===== config.mk =====
export PLATFORM = sky130hd
export DESIGN_NAME = dei_irq_top
export DESIGN_NICKNAME = d
export VERILOG_FILES = /design/src/verilog/dei_pkg.sv /design/src/verilog/dei_flag_if.sv /design/src/verilog/dei_flag_bank.sv /design/src/verilog/dei_irq_top.sv
export VERILOG_INCLUDE_DIRS = /design/src /design/src/verilog
export SDC_FILE = /design/constraint.sdc
export NUM_CORES = 1
export LEC_CHECK = 0
export ABC_AREA = 1
export BUFFER_PORTS_ARGS = -buffer_cell sky130_fd_sc_hd__buf_4
export CORE_MARGIN = 4
export CORE_UTILIZATION = 35
export DETAILED_ROUTE_END_ITERATION = 7
export HOLD_SLACK_MARGIN = 0.02
export SETUP_SLACK_MARGIN = 0.4
export SLEW_MARGIN = 15
export SYNTH_ARGS = -nofsm -noshare
export SYNTH_HDL_FRONTEND = slang
export SYNTH_SLANG_ARGS = --single-unit

===== constraint.sdc =====
create_clock -name clk_sys_i -period 1.5 [get_ports clk_sys_i]
set_clock_uncertainty 0.2 [all_clocks]
set_input_delay 0.075 -clock clk_sys_i [delete_from_list [all_inputs] [get_ports clk_sys_i]]
set_output_delay 0.075 -clock clk_sys_i [all_outputs]
set_load 0.01 [all_outputs]

===== src/verilog/dei_regs.svh =====
// Offsets, field positions, reset values and widths of the error
// interrupt block. Definitions only; included by the package and modules.
`ifndef DEI_REGS_SVH
`define DEI_REGS_SVH

`define DEI_ADDR_W 8
`define DEI_DATA_W 8

`define DEI_OUT_CTRL_ADDR 8'hE0
`define DEI_SRC_MASK_ADDR 8'hE1
`define DEI_SRC_STAT_ADDR 8'hE5

`define DEI_IRQ_EN_BIT 0
`define DEI_SYNC_BIT 7
`define DEI_CHECKSUM_BIT 6
`define DEI_UNCORR_BIT 5
`define DEI_CORR_BIT 4
`define DEI_PROTO_BIT 3
`define DEI_LEADER_BIT 2
`define DEI_UNLOCK_BIT 0

`define DEI_OUT_CTRL_RST 8'h00
`define DEI_SRC_MASK_RST 8'h00
`define DEI_SRC_STAT_RST 8'h01

`define DEI_OUT_CTRL_VALID 8'h01
`define DEI_SRC_VALID 8'hFD

`define DEI_PROTO_SRC_N 6
`define DEI_SYNC_STAGES 2

`endif


===== src/verilog/dei_pkg.sv =====
// Types of the error interrupt block.
// Assumes dei_regs.svh is on the include path.
`include "dei_regs.svh"

package dei_pkg;

	typedef logic [`DEI_DATA_W-1:0] dei_byte_t;

	typedef struct packed {
		dei_byte_t flags;
	} dei_flag_state_t;

	typedef struct packed {
		logic irq_en;
		dei_byte_t mask;
		logic [`DEI_SYNC_STAGES-1:0] lock_sync;
		logic lock_prev;
		dei_byte_t rdata;
	} dei_top_state_t;

endpackage


===== src/verilog/dei_flag_if.sv =====
// Set, clear and state lines between the register logic and the flag bank.
// Assumes both ends run on the same clock.
`timescale 1ns/1ps
`include "dei_regs.svh"

interface dei_flag_if;
	logic [`DEI_DATA_W-1:0] set;
	logic [`DEI_DATA_W-1:0] clr;
	logic [`DEI_DATA_W-1:0] flags;

	modport bank (input set, input clr, output flags);
	modport ctrl (output set, output clr, input flags);
endinterface


===== src/verilog/dei_flag_bank.sv =====
// Sticky status flags with write-one-to-clear.
// Assumes set and clr are synchronous to clk_sys_i.
`timescale 1ns/1ps
`include "dei_regs.svh"

module dei_flag_bank
(
	input wire logic clk_sys_i,
	input wire logic arst_n_i,
	dei_flag_if.bank fl
);

	dei_pkg::dei_flag_state_t st_reg;
	dei_pkg::dei_flag_state_t st_next;

	always_comb
	begin
		st_next = st_reg;
		// Set wins over a clear in the same cycle; reserved bits stay zero
		st_next.flags = ((st_reg.flags & ~fl.clr) | fl.set)
			& `DEI_SRC_VALID;
	end

	always_ff @(posedge clk_sys_i or negedge arst_n_i)
	begin
		if (!arst_n_i)
			st_reg <= '{flags: `DEI_SRC_STAT_RST};
		else
			st_reg <= st_next;
	end

	assign fl.flags = st_reg.flags;

	property p_hold_without_clear;
		@(posedge clk_sys_i) disable iff (!arst_n_i)
		1'b1 |=> (($past(fl.flags) & ~$past(fl.clr)) & ~fl.flags) == 8'h00;
	endproperty
	a_hold_without_clear: assert property (p_hold_without_clear)
		else $error("flag dropped without a clearing write");

	property p_clear_takes;
		@(posedge clk_sys_i) disable iff (!arst_n_i)
		(fl.clr & ~fl.set) != 8'h00 |=>
			(fl.flags & $past(fl.clr) & ~$past(fl.set)) == 8'h00;
	endproperty
	a_clear_takes: assert property (p_clear_takes)
		else $error("flag not cleared by write of one");

	property p_set_beats_clear;
		@(posedge clk_sys_i) disable iff (!arst_n_i)
		(fl.set & fl.clr) != 8'h00 |=>
			(fl.flags & $past(fl.set) & $past(fl.clr))
			== ($past(fl.set) & $past(fl.clr));
	endproperty
	a_set_beats_clear: assert property (p_set_beats_clear)
		else $error("event lost against a simultaneous clear");

	c_set_and_clear: cover property (@(posedge clk_sys_i)
		disable iff (!arst_n_i) (fl.set & fl.clr) != 8'h00);

endmodule


===== src/verilog/dei_irq_top.sv =====
// Error status, source mask and interrupt pin control of the DSI bridge.
// Assumes event inputs are one-cycle pulses on clk_sys_i; pll_lock_i is
// asynchronous. The pin wire is resolved outside from irq_o and irq_oe_o.
//
// Operation
// - Pin stays undriven while global enable is 0, its reset value.
// - Enable at 1: pin driven high when any unmasked status flag is set.
// - Mask bits 7..2 and 0 gate their flags; all reset to 0.
// - Unexpected sync packet event sets status bit 7.
// - Payload CRC mismatch event sets status bit 6.
// - Uncorrectable header ECC error sets status bit 5.
// - Corrected header ECC error sets status bit 4.
// - Low-level protocol error sets status bit 3.
// - Bit 3 also catches SoT/EoT, escape, LP sync, false control, merge.
// - Leader sequence bit error sets status bit 2.
// - Lock-to-unlock transition sets bit 0; bit 0 resets to 1.
// - Flags stay set until a one is written; zero leaves them.
// - Writing one clears any flag, the unlock flag included, except one whose event fires in that cycle.
`timescale 1ns/1ps
`include "dei_regs.svh"

module dei_irq_top
(
	input wire logic clk_sys_i,
	input wire logic arst_n_i,
	input wire logic [`DEI_ADDR_W-1:0] csr_addr_i,
	input wire logic csr_wr_i,
	input wire logic csr_rd_i,
	input wire logic [`DEI_DATA_W-1:0] csr_wdata_i,
	output logic [`DEI_DATA_W-1:0] csr_rdata_o,
	input wire logic sync_fault_evt_i,
	input wire logic payload_checksum_fault_evt_i,
	input wire logic uncorrectable_header_fault_evt_i,
	input wire logic corrected_header_fault_evt_i,
	input wire logic [`DEI_PROTO_SRC_N-1:0] protocol_fault_evt_i,
	input wire logic leader_bit_fault_evt_i,
	input wire logic pll_lock_i,
	output logic irq_o,
	output logic irq_oe_o
);

	dei_pkg::dei_top_state_t st_reg;
	dei_pkg::dei_top_state_t st_next;
	dei_flag_if fl ();
	logic lock_fall;
	logic active;

	function automatic logic hit(input logic [`DEI_ADDR_W-1:0] a,
		input logic [`DEI_ADDR_W-1:0] off);
		hit = (a == off);
	endfunction

	dei_flag_bank u_flags
	(
		.clk_sys_i(clk_sys_i),
		.arst_n_i(arst_n_i),
		.fl(fl.bank)
	);

	// Lock is read only after the second synchroniser stage
	assign lock_fall = st_reg.lock_prev & ~st_reg.lock_sync[1];

	always_comb
	begin
		fl.set = 8'h00;
		fl.set[`DEI_SYNC_BIT] = sync_fault_evt_i;
		fl.set[`DEI_CHECKSUM_BIT] = payload_checksum_fault_evt_i;
		fl.set[`DEI_UNCORR_BIT] = uncorrectable_header_fault_evt_i;
		fl.set[`DEI_CORR_BIT] = corrected_header_fault_evt_i;
		fl.set[`DEI_PROTO_BIT] = |protocol_fault_evt_i;
		fl.set[`DEI_LEADER_BIT] = leader_bit_fault_evt_i;
		fl.set[`DEI_UNLOCK_BIT] = lock_fall;
	end

	// Only ones written to implemented bits clear
	assign fl.clr = (csr_wr_i && hit(csr_addr_i, `DEI_SRC_STAT_ADDR))
		? (csr_wdata_i & `DEI_SRC_VALID) : 8'h00;

	always_comb
	begin
		st_next = st_reg;
		st_next.lock_sync = {st_reg.lock_sync[0], pll_lock_i};
		st_next.lock_prev = st_reg.lock_sync[1];
		if (csr_wr_i && hit(csr_addr_i, `DEI_OUT_CTRL_ADDR))
			st_next.irq_en = csr_wdata_i[`DEI_IRQ_EN_BIT];
		if (csr_wr_i && hit(csr_addr_i, `DEI_SRC_MASK_ADDR))
			st_next.mask = csr_wdata_i & `DEI_SRC_VALID;
		if (csr_rd_i)
		begin
			if (hit(csr_addr_i, `DEI_OUT_CTRL_ADDR))
				st_next.rdata = {7'h00, st_reg.irq_en};
			else if (hit(csr_addr_i, `DEI_SRC_MASK_ADDR))
				st_next.rdata = st_reg.mask;
			else if (hit(csr_addr_i, `DEI_SRC_STAT_ADDR))
				st_next.rdata = fl.flags;
			else
				st_next.rdata = 8'h00;
		end
	end

	always_ff @(posedge clk_sys_i or negedge arst_n_i)
	begin
		if (!arst_n_i)
			st_reg <= '{irq_en: 1'b0, mask: `DEI_SRC_MASK_RST,
				lock_sync: 2'h0, lock_prev: 1'b0,
				rdata: 8'h00};
		else
			st_reg <= st_next;
	end

	assign active = |(fl.flags & st_reg.mask);
	// Pin is only ever driven high; otherwise it floats
	assign irq_oe_o = st_reg.irq_en & active;
	assign irq_o = irq_oe_o;
	assign csr_rdata_o = st_reg.rdata;

	property p_float_when_off;
		@(posedge clk_sys_i) disable iff (!arst_n_i)
		!st_reg.irq_en |-> !irq_oe_o;
	endproperty
	a_float_when_off: assert property (p_float_when_off)
		else $error("interrupt pin driven while disabled");

	property p_drive_on_flag;
		@(posedge clk_sys_i) disable iff (!arst_n_i)
		(st_reg.irq_en && (fl.flags & st_reg.mask) != 8'h00)
			|-> (irq_oe_o && irq_o);
	endproperty
	a_drive_on_flag: assert property (p_drive_on_flag)
		else $error("interrupt pin not driven high");

	property p_mask_gates;
		@(posedge clk_sys_i) disable iff (!arst_n_i)
		(fl.flags & st_reg.mask) == 8'h00 |-> !irq_oe_o;
	endproperty
	a_mask_gates: assert property (p_mask_gates)
		else $error("masked flag reached the pin");

	property p_sync_sets;
		@(posedge clk_sys_i) disable iff (!arst_n_i)
		sync_fault_evt_i |=> fl.flags[`DEI_SYNC_BIT];
	endproperty
	a_sync_sets: assert property (p_sync_sets)
		else $error("sync fault flag not set");

	property p_checksum_sets;
		@(posedge clk_sys_i) disable iff (!arst_n_i)
		payload_checksum_fault_evt_i |=> fl.flags[`DEI_CHECKSUM_BIT];
	endproperty
	a_checksum_sets: assert property (p_checksum_sets)
		else $error("payload checksum flag not set");

	property p_uncorr_sets;
		@(posedge clk_sys_i) disable iff (!arst_n_i)
		uncorrectable_header_fault_evt_i |=> fl.flags[`DEI_UNCORR_BIT];
	endproperty
	a_uncorr_sets: assert property (p_uncorr_sets)
		else $error("uncorrectable header flag not set");

	property p_corr_sets;
		@(posedge clk_sys_i) disable iff (!arst_n_i)
		corrected_header_fault_evt_i |=> fl.flags[`DEI_CORR_BIT];
	endproperty
	a_corr_sets: assert property (p_corr_sets)
		else $error("corrected header flag not set");

	property p_proto_sets;
		@(posedge clk_sys_i) disable iff (!arst_n_i)
		(protocol_fault_evt_i != 6'h00) |=> fl.flags[`DEI_PROTO_BIT];
	endproperty
	a_proto_sets: assert property (p_proto_sets)
		else $error("protocol fault flag not set");

	property p_leader_sets;
		@(posedge clk_sys_i) disable iff (!arst_n_i)
		leader_bit_fault_evt_i |=> fl.flags[`DEI_LEADER_BIT];
	endproperty
	a_leader_sets: assert property (p_leader_sets)
		else $error("leader bit flag not set");

	property p_unlock_sets;
		@(posedge clk_sys_i) disable iff (!arst_n_i)
		$fell(st_reg.lock_sync[1]) |=> fl.flags[`DEI_UNLOCK_BIT];
	endproperty
	a_unlock_sets: assert property (p_unlock_sets)
		else $error("unlock flag not set on lock loss");

	property p_reserved_zero;
		@(posedge clk_sys_i) disable iff (!arst_n_i)
		(csr_rd_i && hit(csr_addr_i, `DEI_OUT_CTRL_ADDR)) |=>
			csr_rdata_o[7:1] == 7'h00 ##0 (fl.flags[1] == 1'b0)
			##0 (st_reg.mask[1] == 1'b0);
	endproperty
	a_reserved_zero: assert property (p_reserved_zero)
		else $error("reserved bit reads as one");

	property p_enable_lands;
		@(posedge clk_sys_i) disable iff (!arst_n_i)
		(csr_wr_i && hit(csr_addr_i, `DEI_OUT_CTRL_ADDR)) |=>
			{7'h00, st_reg.irq_en}
			== ($past(csr_wdata_i) & `DEI_OUT_CTRL_VALID);
	endproperty
	a_enable_lands: assert property (p_enable_lands)
		else $error("global enable write did not land");

	property p_mask_lands;
		@(posedge clk_sys_i) disable iff (!arst_n_i)
		(csr_wr_i && hit(csr_addr_i, `DEI_SRC_MASK_ADDR)) |=>
			st_reg.mask == ($past(csr_wdata_i) & `DEI_SRC_VALID);
	endproperty
	a_mask_lands: assert property (p_mask_lands)
		else $error("mask write did not land");

	// Unlock flag may only come up through a seen lock loss
	property p_unlock_needs_fall;
		@(posedge clk_sys_i) disable iff (!arst_n_i)
		$rose(fl.flags[`DEI_UNLOCK_BIT]) |-> $past(lock_fall);
	endproperty
	a_unlock_needs_fall: assert property (p_unlock_needs_fall)
		else $error("unlock flag set without lock loss");

	c_irq_driven: cover property (@(posedge clk_sys_i)
		disable iff (!arst_n_i) $rose(irq_oe_o));
	c_irq_cleared: cover property (@(posedge clk_sys_i)
		disable iff (!arst_n_i) irq_oe_o ##1 !irq_oe_o);
	c_lock_lost: cover property (@(posedge clk_sys_i)
		disable iff (!arst_n_i) lock_fall);

endmodule


==> results of run 1 <==
logic make-up after synthesis:
group / share of synthesized area
AOI/OAI and AO/OA: 0.0662
buffers and inverters: 0.128
DFF: 0.474
other: 0.00283
and+or+nand+nor: 0.330
what timing repair did:
action,CTS,global route
gates cloned,0,1
setup endpoints to repair,2,26
endpoints found under the hold margin,48,0
buffers inserted,1,10
pin swaps,3,16
hold buffers,21,0
gates resized for setup,1,12
routing by layer:
layer / vias up / share of wire / track usage / wire (um)
met2: 27 / 0.49 / 0.204 / 1380
met5: - / 0 / 0 / 0
met4: 0 / 0.0096 / 0.0325 / 27
met1: 544 / 0.46 / 0.139 / 1300
met3: 2 / 0.038 / 0.0203 / 108
li1: 642 / - / - / -
cell usage in the layout, fill, tap and decap left out, types with 3 or more instances in the layout:
| master | Yosys | routed |
|---|---|---|
| buf_4 | 10 | 50 |
| clkbuf_8 | 0 | 3 |
| dfrtp_1 | 24 | 24 |
| dlygate4sd3_1 | 0 | 20 |
| inv_1 | 18 | 17 |
| inv_2 | 3 | 3 |
| nand2_1 | 69 | 64 |
| nand2_2 | 2 | 6 |
| nand3_1 | 12 | 12 |
| nor2_1 | 6 | 4 |
| nor2_4 | 4 | 5 |
| o21ai_0 | 7 | 7 |
| o21ai_2 | 3 | 3 |
worst paths after layout:
| kind | startpoint | to | slack, ps | cells past startpoint |
|---|---|---|---|---|
| worst max-delay path | u_flags.fl.flags[0] | irq_o | -20 | 5 |
| min in group clk_sys_i | csr_rd_i | csr_rdata_o[7] | 50 | 4 |
| worst min-delay path | arst_n_i | st_reg[18] | 50 | 2 |
| worst min register to register | st_next[10] | st_next[8] | 160 | 0 |
| worst max register to register | u_flags.fl.flags[0] | csr_rdata_o[0] | 350 | 5 |
| max in group asynchronous | arst_n_i | u_flags.fl.flags[0] | 770 | 2 |
report_power, final:
group	leakage [nW]	internal (mW)	total [mW]	switching [mW]
sequential	0.284	0.694	0.704	0.0103
combinational	0.792	0.125	0.220	0.0955
clock	0.0217	0.188	0.397	0.209
total	1.10	1.01	1.32	0.315
through the flow:
stage	TNS, ps	hold slack [ps]
3_5_place_dp	0	-207
6_report	-36.6	45.1
3_3_place_gp	0	-204
2_1_floorplan	0	-421
4_1_cts	-107	42.1
5_1_grt	-206	81.2
layout make-up:
type	instances	share of cell area
clock buffers	3	0.0207
clock inverters	1	0.00376
inverters	21	0.0414
multi-input cells	113	0.284
flip-flops and latches	25	0.314
well taps	48	0.0301
repair buffers	73	0.306
worst max-delay path, cell delays in order (launching register included):
cell     delay [ps]
dfstp_2         550
nand2_2          50
nand2_2          60
nor2_2           40
a21oi_2         140
buf_4           140
==> flow_metrics.py, run 1 <==
metrics = {
    "status": {
        "outcome": "finished with violations",
        "violations": "negative setup slack",
    },
    "finish": {
        "syn_to_final_growth_pct": 50.7,
        "layout-drive-gt1-share": 0.343,
        "final_util": 0.545,
        "stdcell_count": 284,
        "antenna_cells": 0,
        "regArea_um2": 627,
        "fillers": 355,
        "final_cell_area_mm2": 0.00199,
        "layout.nets": 269,
        "largest_register_ffs": 9,
        "multi_input_area_um2": 566,
    },
    "floorplan": {
        "dieWidth_um": 69.5,
        "start_util": 0.362,
        "design.core.area_mm2": 0.00366,
        "die_height_um": 69.5,
        "die_area_mm2": 0.00483,
        "io_pins": 42,
        "row_count": 22,
    },
    "sta": {
        "grt_setup_unrepaired": "true",
        "finalHoldViolCount": 0,
        "final_max_slew_viol_count": 0,
        "fin_crit_ps": 1520,
        "fmax_mhz": 659,
        "final-setup-viol-count": 2,
        "timing.final.crit_share": 1.01,
        "layout_setup_ws_ps": -18.6,
    },
    "global_routing": {
        "track_usage": 0.114,
        "grt_pass1_vias": 1120,
        "antenna_found_initial": 0,
        "grt_pass1_wl_mm": 4.63,
        "grt-ovfl-total": 0,
        "grt_max_degree": 26,
    },
    "power": {
        "peakVddDrop_uv": 439,
        "power_density_mw_per_mm2": 663,
        "p_total_mw": 1.32,
        "leakagePower_nw": 1.10,
    },
    "flow_run": {
        "cap_violations": 0,
    },
    "place": {
        "portBuffers": 39,
        "place_ws_ps": 160,
        "place.gp.congestion": 0.815,
        "placed_area_mm2": 0.00161,
        "dp.cells": 247,
        "post-dp-hpwl_mm": 1.99,
    },
    "yosys": {
        "syn-num-nets": 202,
        "synth_flop_cell": "dfrtp_1",
        "syn-instance-count": 170,
        "ys_top_cells_by_count": "nand2_1, dfrtp_1, inv_1",
        "synth.area.top_cells": "dfrtp_1, nand2_1, buf_4",
        "avgSynthCellArea_um2": 7.79,
        "async_reset_ff_frac": 1.00,
        "yosys.area.top_type_share": 0.454,
        "synth_area_leader_cell": "dfrtp_1",
        "ys_warn_count": 0,
        "synth-seq-cells": 25,
        "synth-edff-count": 0,
        "synth.distinct_cells": 21,
        "yosysMostFrequentCell": "nand2_1",
        "yosysSeqAreaShare": 0.474,
        "syn_area_mm2": 0.00132,
    },
    "clocking": {
        "root_buffer": "clkbuf_8",
        "cts_made_buffers": 3,
        "cts.clk_slew.worst_paths_ps": 90,
        "clockBufferDepth": 2,
        "htreeDepth": 1,
        "cts_tree": "done",
        "clock_sinks": 25,
        "clock_latency_ps": 270,
    },
    "detailed_routing": {
        "wl_mm": 2.82,
        "ant_nets": 0,
        "num_vias": 1215,
        "wl_per_cell_um": 9.93,
        "via_per_inst": 4.28,
        "drc": 0,
        "drt-initial-drc-count": 29,
        "firstDrtPassIters": 4,
    },
    "critical_path": {
        "startpoint_type": "flip-flop",
        "critPathRequiredTime_ps": 1220,
        "crit_type": "reg -> out",
        "end_kind": "output pin",
        "crit_arrival_ps": 1240,
        "path_max_fanout": 2,
    },
    "worst_hold_path": {
        "hold_path_class": "in -> async",
    },
}
Note: power is estimated with default switching activity, not from simulation.
==> inputs of run 2 (changes only) <==
--- a/config.mk
+++ b/config.mk
@@ -6,7 +6,6 @@
 export SDC_FILE = /design/constraint.sdc
 export NUM_CORES = 1
 export LEC_CHECK = 0
-export ABC_AREA = 1
 export BUFFER_PORTS_ARGS = -buffer_cell sky130_fd_sc_hd__buf_4
 export CORE_MARGIN = 4
 export CORE_UTILIZATION = 35
==> run 2 against run 1 <==
  * The flow finishes with violations (negative hold slack, negative setup slack)
  * Synthesized cell count down 36%
  * Design area down 2.1%
  * Sequential share of layout area up 0.69 points
  * Via count down 14%
  * Utilization up 4.0 points
  * Fmax down 10%
  * Synthesized area down 9.3%
  * Clock-buffer cell count up 1
  * Power down 8.8%
  * Wire length down 0.11%
  * Clock power down 28%
  * Die area down 8.2%
  * Highest routed layer unchanged
==> flow_metrics.py, run 2 <==
metrics = {
    "finish": {
        "final_cell_area_mm2": 0.00195,
        "multi_input_area_um2": 539,
        "antenna_cells": 0,
        "final_cell_mix": "buf_4, dfrtp_1, dlygate4sd3_1, nor2_1, buf_6",
        "final_util": 0.585,
        "layout-drive-gt1-share": 0.466,
        "layout.nets": 209,
        "layout_commonest_cell": "buf_4",
        "largest_register_ffs": 9,
        "syn_to_final_growth_pct": 62.5,
        "fillers": 303,
        "regArea_um2": 627,
    },
    "place": {
        "post-dp-hpwl_mm": 1.96,
        "place.gp.congestion": 0.822,
        "placed_area_mm2": 0.00153,
        "portBuffers": 39,
    },
    "detailed_routing": {
        "wl_mm": 2.82,
        "drc": 0,
        "drt-initial-drc-count": 53,
        "wl_met3_um": 110,
        "routed.top_layer": "met4",
        "met1Wirelength_mm": 1.23,
        "wl_per_cell_um": 12.7,
        "dr_wl_met2_mm": 1.44,
        "ant_nets": 0,
        "via_per_inst": 4.69,
        "firstDrtPassIters": 4,
        "num_vias": 1041,
    },
    "clocking": {
        "clock_sinks": 25,
        "htreeDepth": 1,
        "cts.clk_slew.worst_paths_ps": 130,
        "cts_made_buffers": 3,
        "clockBufferDepth": 2,
        "root_buffer": "clkbuf_4",
        "clock_latency_ps": 300,
        "cts_tree": "done",
    },
    "sta": {
        "final_max_slew_viol_count": 0,
        "setup_tns_ps": -388,
        "timing.final.crit_share": 1.13,
        "holdWs_ps": -218,
        "fmax_mhz": 590,
        "fin_crit_ps": 1690,
        "final-setup-viol-count": 2,
        "layout_setup_ws_ps": -194,
        "grt_setup_unrepaired": "true",
        "finalHoldViolCount": 15,
    },
    "floorplan": {
        "design.core.area_mm2": 0.00334,
        "start_util": 0.360,
        "row_count": 21,
        "io_pins": 42,
        "dieWidth_um": 66.6,
        "die_height_um": 66.6,
        "die_area_mm2": 0.00443,
    },
    "global_routing": {
        "antenna_found_initial": 0,
        "grt-ovfl-total": 0,
        "grt_pass1_vias": 1002,
        "grt_pass1_wl_mm": 4.44,
        "track_usage": 0.131,
        "grt_max_degree": 26,
    },
    "critical_path": {
        "worst-path-buf-inv": 1,
        "slowest_delay_ps": 420,
        "crit_type": "reg -> out",
        "startpoint_type": "flip-flop",
        "end_kind": "output pin",
        "crit_family": "compound AO/OA/AOI/OAI gates",
        "crit_arrival_ps": 1420,
        "critPathRequiredTime_ps": 1220,
        "slowest_stage": "dfrtp_1",
        "crit_path_cell_trace": "a222oi_1 -> a31oi_1 -> buf_4",
        "path_max_fanout": 2,
    },
    "flow_run": {
        "cap_violations": 0,
    },
    "power": {
        "leakagePower_nw": 0.932,
        "peakVddDrop_uv": 361,
        "power_density_mw_per_mm2": 618,
    },
    "yosys": {
        "async_reset_ff_frac": 1.00,
        "synth-seq-cells": 25,
        "yosysSeqAreaShare": 0.522,
        "syn-instance-count": 108,
        "synth_area_leader_cell": "dfrtp_1",
        "syn_area_mm2": 0.00120,
        "synth.distinct_cells": 26,
        "yosysMostFrequentCell": "dfrtp_1",
        "ys_top_cells_by_count": "dfrtp_1, nor2_1, buf_4, mux2_2, inv_1",
        "synth_flop_cell": "dfrtp_1",
        "avgSynthCellArea_um2": 11.1,
        "yosys.area.top_type_share": 0.500,
        "synth-edff-count": 0,
        "syn-num-nets": 140,
        "synth.area.top_cells": "dfrtp_1, mux2_2, buf_4",
        "ys_warn_count": 0,
    },
    "status": {
        "violations": "negative hold slack, negative setup slack",
        "outcome": "finished with violations",
    },
    "worst_hold_path": {
        "hold_path_class": "in -> reg",
    },
}
[run 2: metal layers]
layer  GRT usage  vias to the layer above
met3      0.0152                        2
met2       0.238                       23
met5           0                        -
met1       0.159                      507
met4      0.0457                        0
li1            -                      509
[run 2: cells by family after synthesis]
family | synth area share
compound gates | 0.126
buf+inv | 0.0979
flops | 0.522
mux | 0.134
other cells | 0.00312
simple gates | 0.117
[run 2: path summary, 6_finish.rpt]
| kind | start | end | slack, ps | cells past startpoint |
|---|---|---|---|---|
| worst max-delay path | u_flags.fl.flags[3] | irq_oe_o | -190 | 3 |
| worst min-delay path | protocol_fault_evt_i[3] | u_flags.fl.flags[3] | -220 | 3 |
| worst max register to register | u_flags.fl.flags[3] | csr_rdata_o[3] | 140 | 5 |
| worst min register to register | st_next[10] | st_next[8] | 170 | 0 |
| max in group asynchronous | arst_n_i | u_flags.fl.flags[0] | 820 | 2 |
| min in group asynchronous | arst_n_i | st_next[10] | 0 | 2 |
[run 2: timing repair]
action / in CTS / in global routing
pin swaps: 4 / 11
setup endpoints to repair: 24 / 29
buffers inserted: 9 / 6
hold buffers: 16 / 1
hold endpoints to repair: 42 / 5
gates resized for setup: 21 / 9
[run 2: worst min-delay path: stages]
cell and delay [ps]:
buf_4 80, nor4_1 40, nand3_1 70
[run 2: layout make-up]
type	count	share of cell area
Sequential cell	25	0.321
Tap cell	46	0.0295
Timing Repair Buffer	76	0.344
Inverter	8	0.0154
Multi-Input combinational cell	63	0.276
Clock buffer	4	0.0135
[run 2: metrics by stage]
stage | instances | power, mW | setup slack, ps | hold slack (ps)
detailed placement | 187 | 0.871 | 15.5 | -206
floorplan | 108 | 0.777 | 166 | -421
global route | 222 | 1.27 | -258 | -218
global placement | 187 | 0.867 | 37.7 | -211
finish | 222 | 1.21 | -194 | -218
CTS | 216 | 1.21 | -218 | -230
[run 2: power breakdown]
part | switching, mW | total, mW | internal (mW)
clock | 0.184 | 0.287 | 0.104
combinational | 0.0842 | 0.218 | 0.133
sequential | 0.0111 | 0.700 | 0.689
